## config.mk

```make
export PLATFORM = sky130hd
export DESIGN_NAME = wscs_sequencer
export DESIGN_NICKNAME = d
export VERILOG_FILES = /design/src/wscs_pkg.sv /design/src/wscs_sequencer.sv
export VERILOG_INCLUDE_DIRS = /design/src
export SDC_FILE = /design/constraint.sdc
export NUM_CORES = 1
export LEC_CHECK = 0
export BUFFER_PORTS_ARGS = -buffer_cell sky130_fd_sc_hd__buf_2
export CORE_ASPECT_RATIO = 0.5
export CORE_UTILIZATION = 40
export DETAILED_ROUTE_END_ITERATION = 10
export GPL_TIMING_DRIVEN = 0
export SLEW_MARGIN = 10
export SYNTH_ARGS = -nofsm -noshare
export SYNTH_HDL_FRONTEND = slang
export SYNTH_SLANG_ARGS = --single-unit
```

## constraint.sdc

```tcl
create_clock -name clock -period 2.4 [get_ports clock]
set_input_delay 0.36 -clock clock [delete_from_list [all_inputs] [get_ports clock]]
set_output_delay 0.36 -clock clock [all_outputs]
set_load 0.005 [all_outputs]
```

## src/wscs_map.svh

```systemverilog
// constants for the wake, shutdown and clock sequencer
`ifndef WSCS_MAP_SVH
`define WSCS_MAP_SVH

// clock rates
`define WSCS_CLK_PERIOD_NS    10
`define WSCS_XTAL_HZ          32768

// printed times in their own units
`define WSCS_T_RESET_US       1540000
`define WSCS_T_WAKE_NS        1000
`define WSCS_T_PWR_ON_NS      1000
`define WSCS_T_CLK_START_US   31250
`define WSCS_T_IRQ_US         7820
`define WSCS_T_PWR_OFF_US     2930

// derived crystal tick counts (longest-style, rounded down)
// split division keeps the product inside 32-bit integer range
`define WSCS_TICKS_RESET      (((`WSCS_T_RESET_US / 1000) * `WSCS_XTAL_HZ) / 1000)
`define WSCS_TICKS_CLK_START  ((`WSCS_T_CLK_START_US * `WSCS_XTAL_HZ) / 1000000)
`define WSCS_TICKS_IRQ        ((`WSCS_T_IRQ_US * `WSCS_XTAL_HZ) / 1000000)
`define WSCS_TICKS_PWR_OFF    ((`WSCS_T_PWR_OFF_US * `WSCS_XTAL_HZ) / 1000000)
`define WSCS_TICKS_CLK_STOP   64

// derived system cycle counts (least times, rounded up)
`define WSCS_CYC_WAKE  ((`WSCS_T_WAKE_NS + `WSCS_CLK_PERIOD_NS - 1) / `WSCS_CLK_PERIOD_NS)
`define WSCS_CYC_PWR_ON ((`WSCS_T_PWR_ON_NS + `WSCS_CLK_PERIOD_NS - 1) / `WSCS_CLK_PERIOD_NS)
`define WSCS_HF_HALF          20

// synchroniser reset value: wake inputs idle high
`define WSCS_PIN_RESET        10'h003

`endif

```

## src/wscs_pkg.sv

```systemverilog
// types for the wake, shutdown and clock sequencer
package wscs_pkg;

   // pins sampled through the synchroniser
   typedef struct packed {
      logic xtal;          // crystal clock level
      logic sup_18;        // supply above lower threshold
      logic sup_27;        // supply above upper threshold
      logic vm_sel;        // monitor threshold select
      logic lv_ok;         // low-voltage monitor satisfied
      logic pll_en;        // pll enabled
      logic converter_power_off_n_cmd;      // shutdown command level
      logic ack;           // interrupt acknowledge level
      logic wake_a_n;      // first wake input
      logic wake_b_n;      // second wake input
   } wscs_pins_t;

   // converter power sequence
   typedef enum logic [1:0] {
      WSCS_PWR_OFF  = 2'b00,
      WSCS_PWR_UP   = 2'b01,
      WSCS_PWR_ON   = 2'b10,
      WSCS_PWR_DOWN = 2'b11
   } wscs_pwr_t;

endpackage : wscs_pkg

```

## src/wscs_sequencer.sv

```systemverilog
// wake, shutdown and clock sequencer logic
`timescale 1ns/1ns
`default_nettype none
`include "wscs_map.svh"

module wscs_sequencer #(
   parameter logic [15:0] RESET_TICKS     = 16'(`WSCS_TICKS_RESET),
   parameter logic [15:0] CLK_START_TICKS = 16'(`WSCS_TICKS_CLK_START),
   parameter logic [15:0] IRQ_TICKS       = 16'(`WSCS_TICKS_IRQ),
   parameter logic [15:0] PWR_OFF_TICKS   = 16'(`WSCS_TICKS_PWR_OFF),
   parameter logic [15:0] CLK_STOP_TICKS  = 16'(`WSCS_TICKS_CLK_STOP),
   parameter logic [15:0] WAKE_CYC        = 16'(`WSCS_CYC_WAKE),
   parameter logic [15:0] PWR_ON_CYC      = 16'(`WSCS_CYC_PWR_ON),
   parameter logic [15:0] HF_HALF         = 16'(`WSCS_HF_HALF)
) (
   // clock and reset
   input  wire logic clock,
   input  wire logic rst_b,
   // crystal and supply monitors
   input  wire logic xtal_clk,
   input  wire logic supply_above_18,
   input  wire logic supply_above_27,
   input  wire logic monitor_threshold_select,
   input  wire logic lv_monitor_ok,
   // host controls
   input  wire logic pll_enable,
   input  wire logic shutdown_cmd,
   input  wire logic irq_ack,
   input  wire logic wake_input_a_n,
   input  wire logic wake_input_b_n,
   // outputs
   output logic      reset_out_n,
   output logic      converter_power_off_n,
   output logic      hf_clock_out,
   output logic      irq_n,
   output logic      standby_mode
);

   // saturating counter step
   function automatic logic [15:0] wscs_step(input logic [15:0] v, input logic [15:0] lim);
      wscs_step = (v >= lim) ? lim : 16'(v + 16'h0001);
   endfunction : wscs_step

   wscs_pkg::wscs_pins_t pin_s1;       // first stage, read only by pin_s2
   wscs_pkg::wscs_pins_t pin_s2;       // synchronised pins
   logic                 xtal_q;       // previous crystal level
   logic                 converter_power_off_n_q;       // previous shutdown level
   logic                 ack_q;        // previous acknowledge level
   logic                 tick;         // one cycle per crystal rise
   logic                 converter_power_off_n_edge;    // shutdown command asserted
   logic                 ack_edge;     // host acknowledge
   logic [15:0]          rst_cnt;      // reset timeout ticks
   logic [15:0]          wake_cnt [2]; // low-time filters
   logic [1:0]           wake_evt;     // filtered wake pulses
   wscs_pkg::wscs_pwr_t  pwr_state;    // converter sequence state
   logic [15:0]          pwr_cnt;      // power up / down counter
   logic [15:0]          stop_cnt;     // clock stop ticks
   logic                 stop_run;     // clock stop timer armed
   logic                 clk_stopped;  // clock held off after shutdown
   logic [15:0]          start_cnt;    // clock start ticks
   logic                 hf_run;       // clock output enabled
   logic [15:0]          div_cnt;      // half-period counter
   logic [15:0]          irq_cnt;      // interrupt delay ticks
   logic                 irq_fired;    // one interrupt per clock start
   logic                 supply_ok;    // supply above selected threshold
   logic                 clk_gate;     // all clock enables present
   logic                 any_wake;     // either wake event

   // two-flop synchroniser for all pins
   always_ff @(posedge clock or negedge rst_b) begin
      if (!rst_b) begin
         pin_s1 <= `WSCS_PIN_RESET;
         pin_s2 <= `WSCS_PIN_RESET;
      end else begin
         pin_s1 <= {xtal_clk, supply_above_18, supply_above_27, monitor_threshold_select,
                    lv_monitor_ok, pll_enable, shutdown_cmd, irq_ack,
                    wake_input_a_n, wake_input_b_n};
         pin_s2 <= pin_s1;
      end
   end

   // edge history of synchronised levels
   always_ff @(posedge clock or negedge rst_b) begin
      if (!rst_b) begin
         xtal_q <= 1'b0;
         converter_power_off_n_q <= 1'b0;
         ack_q  <= 1'b0;
      end else begin
         xtal_q <= pin_s2.xtal;
         converter_power_off_n_q <= pin_s2.converter_power_off_n_cmd;
         ack_q  <= pin_s2.ack;
      end
   end

   // reset, clock start, clock stop, interrupt and power-off delays advance on crystal edges so they track the real oscillator
   assign tick      = pin_s2.xtal & ~xtal_q;
   assign converter_power_off_n_edge = pin_s2.converter_power_off_n_cmd & ~converter_power_off_n_q;
   assign ack_edge  = pin_s2.ack & ~ack_q;
   assign supply_ok = pin_s2.vm_sel ? pin_s2.sup_18 : pin_s2.sup_27;
   assign any_wake  = |wake_evt;

   // reset timeout restarts whenever supply dips below threshold
   always_ff @(posedge clock or negedge rst_b) begin
      if (!rst_b) begin
         rst_cnt     <= 16'h0000;
         reset_out_n <= 1'b0;
      end else if (!supply_ok) begin
         rst_cnt     <= 16'h0000;
         reset_out_n <= 1'b0;
      end else begin
         if (tick) begin
            rst_cnt <= wscs_step(rst_cnt, RESET_TICKS);
         end
         reset_out_n <= (rst_cnt >= RESET_TICKS);
      end
   end

   // wake filters: a glitch shorter than the minimum width is ignored
   always_ff @(posedge clock or negedge rst_b) begin
      if (!rst_b) begin
         wake_cnt[0] <= 16'h0000;
         wake_cnt[1] <= 16'h0000;
         wake_evt    <= 2'b00;
      end else begin
         for (int i = 0; i < 2; i++) begin
            if (i == 0 ? pin_s2.wake_a_n : pin_s2.wake_b_n) begin
               wake_cnt[i] <= 16'h0000;
               wake_evt[i] <= 1'b0;
            end else begin
               // one pulse per low assertion, counter then holds
               wake_cnt[i] <= wscs_step(wake_cnt[i], WAKE_CYC);
               wake_evt[i] <= (wake_cnt[i] == 16'(WAKE_CYC - 16'h0001));
            end
         end
      end
   end

   // converter power sequence
   always_ff @(posedge clock or negedge rst_b) begin
      if (!rst_b) begin
         pwr_state <= wscs_pkg::WSCS_PWR_OFF;
         pwr_cnt   <= 16'h0000;
      end else begin
         unique case (pwr_state)
            wscs_pkg::WSCS_PWR_OFF: begin
               pwr_cnt <= 16'h0000;
               if (any_wake) begin
                  pwr_state <= wscs_pkg::WSCS_PWR_UP;
               end
            end
            wscs_pkg::WSCS_PWR_UP: begin
               // short power-on delay in system cycles
               pwr_cnt <= wscs_step(pwr_cnt, PWR_ON_CYC);
               if (pwr_cnt >= 16'(PWR_ON_CYC - 16'h0001)) begin
                  pwr_state <= wscs_pkg::WSCS_PWR_ON;
               end
            end
            wscs_pkg::WSCS_PWR_ON: begin
               pwr_cnt <= 16'h0000;
               if (converter_power_off_n_edge) begin
                  pwr_state <= wscs_pkg::WSCS_PWR_DOWN;
               end
            end
            wscs_pkg::WSCS_PWR_DOWN: begin
               // a new wake aborts the pending power off
               if (any_wake) begin
                  pwr_state <= wscs_pkg::WSCS_PWR_ON;
               end else if (pwr_cnt >= PWR_OFF_TICKS) begin
                  pwr_state <= wscs_pkg::WSCS_PWR_OFF;
               end else if (tick) begin
                  pwr_cnt <= wscs_step(pwr_cnt, PWR_OFF_TICKS);
               end
            end
         endcase
      end
   end

   // power output: pll enable overrides any shutdown
   always_ff @(posedge clock or negedge rst_b) begin
      if (!rst_b) begin
         converter_power_off_n <= 1'b0;
      end else begin
         converter_power_off_n <= (pwr_state == wscs_pkg::WSCS_PWR_ON) ||
                                  (pwr_state == wscs_pkg::WSCS_PWR_DOWN) ||
                                  pin_s2.pll_en;
      end
   end

   // sleep/standby mode, entered by the first wake input only
   always_ff @(posedge clock or negedge rst_b) begin
      if (!rst_b) begin
         standby_mode <= 1'b0;
      end else if (wake_evt[0]) begin
         standby_mode <= 1'b1;
      end else if (pwr_state == wscs_pkg::WSCS_PWR_DOWN && pwr_cnt >= PWR_OFF_TICKS) begin
         standby_mode <= 1'b0;
      end
   end

   // clock stop timer: host keeps its clock while it cleans up
   always_ff @(posedge clock or negedge rst_b) begin
      if (!rst_b) begin
         stop_cnt    <= 16'h0000;
         stop_run    <= 1'b0;
         clk_stopped <= 1'b0;
      end else if (any_wake) begin
         stop_cnt    <= 16'h0000;
         stop_run    <= 1'b0;
         clk_stopped <= 1'b0;
      end else if (converter_power_off_n_edge) begin
         stop_cnt <= 16'h0000;
         stop_run <= 1'b1;
      end else if (stop_run) begin
         if (stop_cnt >= CLK_STOP_TICKS) begin
            stop_run    <= 1'b0;
            clk_stopped <= 1'b1;
         end else if (tick) begin
            stop_cnt <= wscs_step(stop_cnt, CLK_STOP_TICKS);
         end
      end
   end

   assign clk_gate = reset_out_n & pin_s2.lv_ok & pin_s2.pll_en & ~clk_stopped;

   // clock start delay, timed from the last enable to arrive
   always_ff @(posedge clock or negedge rst_b) begin
      if (!rst_b) begin
         start_cnt <= 16'h0000;
         hf_run    <= 1'b0;
      end else if (!clk_gate) begin
         start_cnt <= 16'h0000;
         hf_run    <= 1'b0;
      end else begin
         if (tick) begin
            start_cnt <= wscs_step(start_cnt, CLK_START_TICKS);
         end
         hf_run <= (start_cnt >= CLK_START_TICKS);
      end
   end

   // clock divider; held low while off so each start begins low
   always_ff @(posedge clock or negedge rst_b) begin
      if (!rst_b) begin
         div_cnt      <= 16'h0000;
         hf_clock_out <= 1'b0;
      end else if (!hf_run) begin
         div_cnt      <= 16'h0000;
         hf_clock_out <= 1'b0;
      end else if (div_cnt >= 16'(HF_HALF - 16'h0001)) begin
         div_cnt      <= 16'h0000;
         hf_clock_out <= ~hf_clock_out;
      end else begin
         div_cnt <= 16'(div_cnt + 16'h0001);
      end
   end

   // interrupt: set once per clock start, set wins over acknowledge
   always_ff @(posedge clock or negedge rst_b) begin
      if (!rst_b) begin
         irq_cnt   <= 16'h0000;
         irq_fired <= 1'b0;
         irq_n     <= 1'b1;
      end else begin
         if (!hf_run) begin
            irq_cnt   <= 16'h0000;
            irq_fired <= 1'b0;
         end else if (tick) begin
            irq_cnt <= wscs_step(irq_cnt, IRQ_TICKS);
         end
         if (hf_run && !irq_fired && irq_cnt >= IRQ_TICKS) begin
            irq_fired <= 1'b1;
            irq_n     <= 1'b0;
         end else if (ack_edge) begin
            irq_n <= 1'b1;
         end
      end
   end

endmodule : wscs_sequencer
`default_nettype wire

```

==> results.py <==
metrics = {
    "floorplanning": {
        "die_h_um": 94.38,
        "dieArea_mm2": 0.01762,
        "dieWidth_um": 186.8,
        "core_mm2": 0.01652,
        "initial_utilization": 0.4133,
        "ios": 17,
        "rows": 33,
    },
    "final_layout": {
        "fillers": 1511,
        "antenna_cells": 0,
        "layout_commonest_cell": "dfrtp_1",
        "areaGrowthSynthToFinish_pct": 16.51,
        "fin_nets": 712,
        "fin_area_mm2": 0.007954,
        "layout_common_cells": "159 x dfrtp_1, 75 x nor2_1, 38 x a21oi_1, 38 x nand2_1, 34 x and3_1",
        "finalNonFillerCells": 925,
        "final_layout_size_suffix_gt1_frac": 0.09742,
    },
    "timing": {
        "tightestPinTransition_ns": 0.7871,
        "relSlewSlack": 0.4712,
        "rsz0062_at_grt": "false",
        "finalCritPeriodShare": 0.9231,
        "finalHoldViolations": 0,
        "final.min_clock_period_ns": 2.215,
        "skew_ns": 0.007980,
        "finalSetupViolations": 0,
        "fmax_mhz": 451.4,
        "slew_violations": 0,
    },
    "hold_path": {
        "hp-start": "wake_input_b_n",
        "whs_path_depth": 1,
        "holdPathEnd": "pin_s1[0]",
        "hold_class": "primary input to flop",
    },
    "critical_path": {
        "crit_fanout": 6,
        "rrSetupSlack_ns": 0.18,
        "rr_endpoint": "rst_cnt[10]",
        "crit_slowest_cell": "nor3_1",
        "cpPeakStageDelay_ns": 0.67,
        "crit_arrival_ns": 2.53,
        "timing.rr.start": "rst_cnt[0]",
        "crit_buf_inv": 1,
        "path_cells": "inv_1, ha_1, o2111ai_1, a21oi_1, nor3_1, a41oi_1, o21a_1",
        "worstPathRequired_ns": 2.71,
        "crit_type": "flop to flop",
        "cp-end-kind": "flop",
        "crit_family": "compound AO/OA/AOI/OAI gates",
        "rr_worst_depth": 7,
        "start_kind": "flop",
    },
    "logic_synthesis": {
        "synthSimpleGateAreaFrac": 0.1959,
        "synth-edff-count": 0,
        "muxShareOfSynthArea": 0.006415,
        "async_flop_share": 1.000,
        "ys_ff_latch": 164,
        "yosysUniqueCellTypes": 63,
        "synth_cells": 620,
        "synth_top_family_by_area": "simple AND/OR/NAND/NOR gates",
        "yosys_warnings": 0,
        "synth_area_mm2": 0.006827,
        "synth-xor-area-share": 0.03849,
        "yosysSeqAreaShare": 0.6021,
        "synth_compound_area_frac": 0.1070,
        "synthFlopType": "dfrtp_1",
        "avgSynthCellArea_um2": 11.01,
        "synth_fa_ha_area_frac": 0.02749,
    },
    "global_routing": {
        "grt.total_usage": 0.1594,
        "gr-total-overflow": 0,
        "grt_max_degree": 104,
        "antenna_found_initial": 0,
        "grt_pass1_wl_mm": 22.51,
        "grt_pass1_vias": 4670,
    },
    "power": {
        "power.density_mw_per_mm2": 731.0,
        "ir_drop_mv": 0.5860,
        "power_leakage_nw": 3.487,
    },
    "detailed_routing": {
        "initialDrtViolationCount": 452,
        "vias": 4752,
        "wire_per_inst_um": 13.71,
        "drt_drc_violations_left": 0,
        "vias_per_cell": 5.137,
        "drtPass1Iterations": 5,
        "ant_nets": 0,
        "wirelength_mm": 12.68,
    },
    "placement": {
        "routabilityCongestion": 0.8492,
        "dpl_cell_area_mm2": 0.007333,
        "dp_cells": 892,
        "io_buffer_count": 16,
        "hpwl_mm": 8.543,
    },
    "clock_network": {
        "clock-root-buffer": "clkbuf_16",
        "h-tree-depth": 4,
        "cts_tree": "built",
        "cts_buffers": 17,
        "clkSinkCount": 164,
        "clkTransAtPathRegs_ns": 0.07,
        "clock_latency_ns": 0.42,
        "clockBufferDepth": 2,
    },
    "run_status": {
        "status": "completed",
    },
    "flow_run": {
        "maxCapViolCount": 0,
    },
}
-- cells by family after synthesis --
| logic type | count (synthesis) |
|---|---|
| buf+inv | 38 |
| other cells | 1 |
| flops | 164 |
| compound gates | 113 |
| simple gates | 256 |
| xor+xnor | 30 |
| fa+ha+maj | 15 |
| mux | 3 |
-- synthesized netlist by cell type, types with 2 or more instances --
cell type,count,area (um2)
a2111oi_0,2,17.52
a21o_1,2,15.01
o21a_1,8,60.06
ha_1,15,187.7
nand3_1,31,155.2
inv_1,24,90.09
o21bai_1,2,15.01
a21boi_0,2,15.01
or4_1,6,45.04
o311a_1,2,20.02
o22ai_1,2,12.51
and3_1,34,212.7
and4_1,5,43.79
a22o_1,2,17.52
dfrtp_1,159,3979
o2111ai_1,2,17.52
xnor2_1,20,175.2
dfstp_2,5,131.4
nor2b_1,3,18.77
a21oi_1,38,190.2
xor2_1,10,87.58
o211ai_1,2,15.01
o311ai_0,2,17.52
nand4_1,12,75.07
nand2_1,38,142.6
nor3_1,7,35.03
nand4b_1,3,26.28
or2_2,3,18.77
nor2_1,75,281.5
a31oi_1,17,106.4
a211oi_1,2,15.01
o31ai_1,3,22.52
nor4b_1,2,17.52
nand2b_1,3,18.77
or3_1,4,25.02
and2_1,4,25.02
a41oi_1,5,43.79
nor4_1,16,100.1
clkbuf_1,13,48.80
o21ai_0,12,60.06
-- worst register-to-register path: cells and delay by family, from the launching register on --
family,cells,cell delay (ns)
buffers and inverters,1,0.07
DFF,1,0.44
adders and majority gates,1,0.20
and+or+nand+nor,1,0.67
AOI/OAI and AO/OA,4,0.74
-- state kept, by name, summed over array words and instances, names as in the netlist, 2 cells and up --
register / flops
wake_cnt: 32
start_cnt: 16
pwr_cnt: 16
pwr_state: 2
wake_evt: 2
div_cnt: 16
pin_s1: 10
irq_cnt: 16
rst_cnt: 16
stop_cnt: 16
pin_s2: 10
-- power by group --
group	internal [mW]	switching [mW]	total [mW]
logic	0.0485	0.122	0.171
registers	2.83	0.0412	2.87
clock network	1.65	1.12	2.77
total	4.53	1.29	5.81
-- layout make-up --
class	count	area, um2	area share
Clock inverter	14	178.9	0.02249
Buffer	14	61.31	0.007708
Inverter	24	90.09	0.01133
Multi-Input combinational cell	446	2673	0.3360
Clock buffer	18	429.2	0.05396
Sequential cell	164	4110	0.5168
Timing Repair Buffer	18	127.6	0.01605
Tap cell	227	284.0	0.03571
-- worst max-delay path by stage --
stage	from	end	slack, ns	depth (start not counted)
4_1_cts	pin_s2[9]	rst_cnt[12]	0.19	6
3_3_place_gp	rst_b	wake_cnt[31]	-1.50	1
3_5_place_dp	xtal_q	irq_cnt[15]	0.20	6
5_1_grt	rst_cnt[0]	rst_cnt[10]	0.01	7
6_report	rst_cnt[0]	rst_cnt[10]	0.18	7
2_1_floorplan	pwr_cnt[15]	pwr_cnt[12]	0.60	5
-- layer usage --
| layer | global-route usage | vias to the layer above | wire, um |
|---|---|---|---|
| met5 | 0 | - | 0 |
| met4 | 0.06148 | 0 | 165 |
| met3 | 0.03456 | 22 | 402 |
| met2 | 0.2478 | 69 | 5621 |
| met1 | 0.2202 | 2341 | 6492 |
| li1 | - | 2320 | - |
-- metrics by stage --
step / utilization / hold slack [ns] / power (mW) / setup TNS (ns) / worst slack [ns]
final: 0.4816 / 0.03932 / 5.814 / 0 / 0.1846
after global routing: 0.4816 / 0.01320 / 6.054 / 0 / 0.01285
after CTS: 0.4814 / 0.02142 / 5.899 / 0 / 0.1865
after detailed placement: 0.4440 / 0.3326 / 3.097 / 0 / 0.2005
after global placement: 0.4417 / 0.3322 / 3.082 / -237.77 / -1.499
after floorplan: - / 0.06441 / 2.986 / 0 / 0.5953
-- timing repair --
item / CTS / global route
buffers inserted: 0 / 0
endpoints found under the hold margin: 60 / 0
hold buffers: 1 / 0
gates resized for setup: 0 / 3
endpoints found under the setup margin: 0 / 6
No activity file was read; power rests on OpenSTA's default activity.
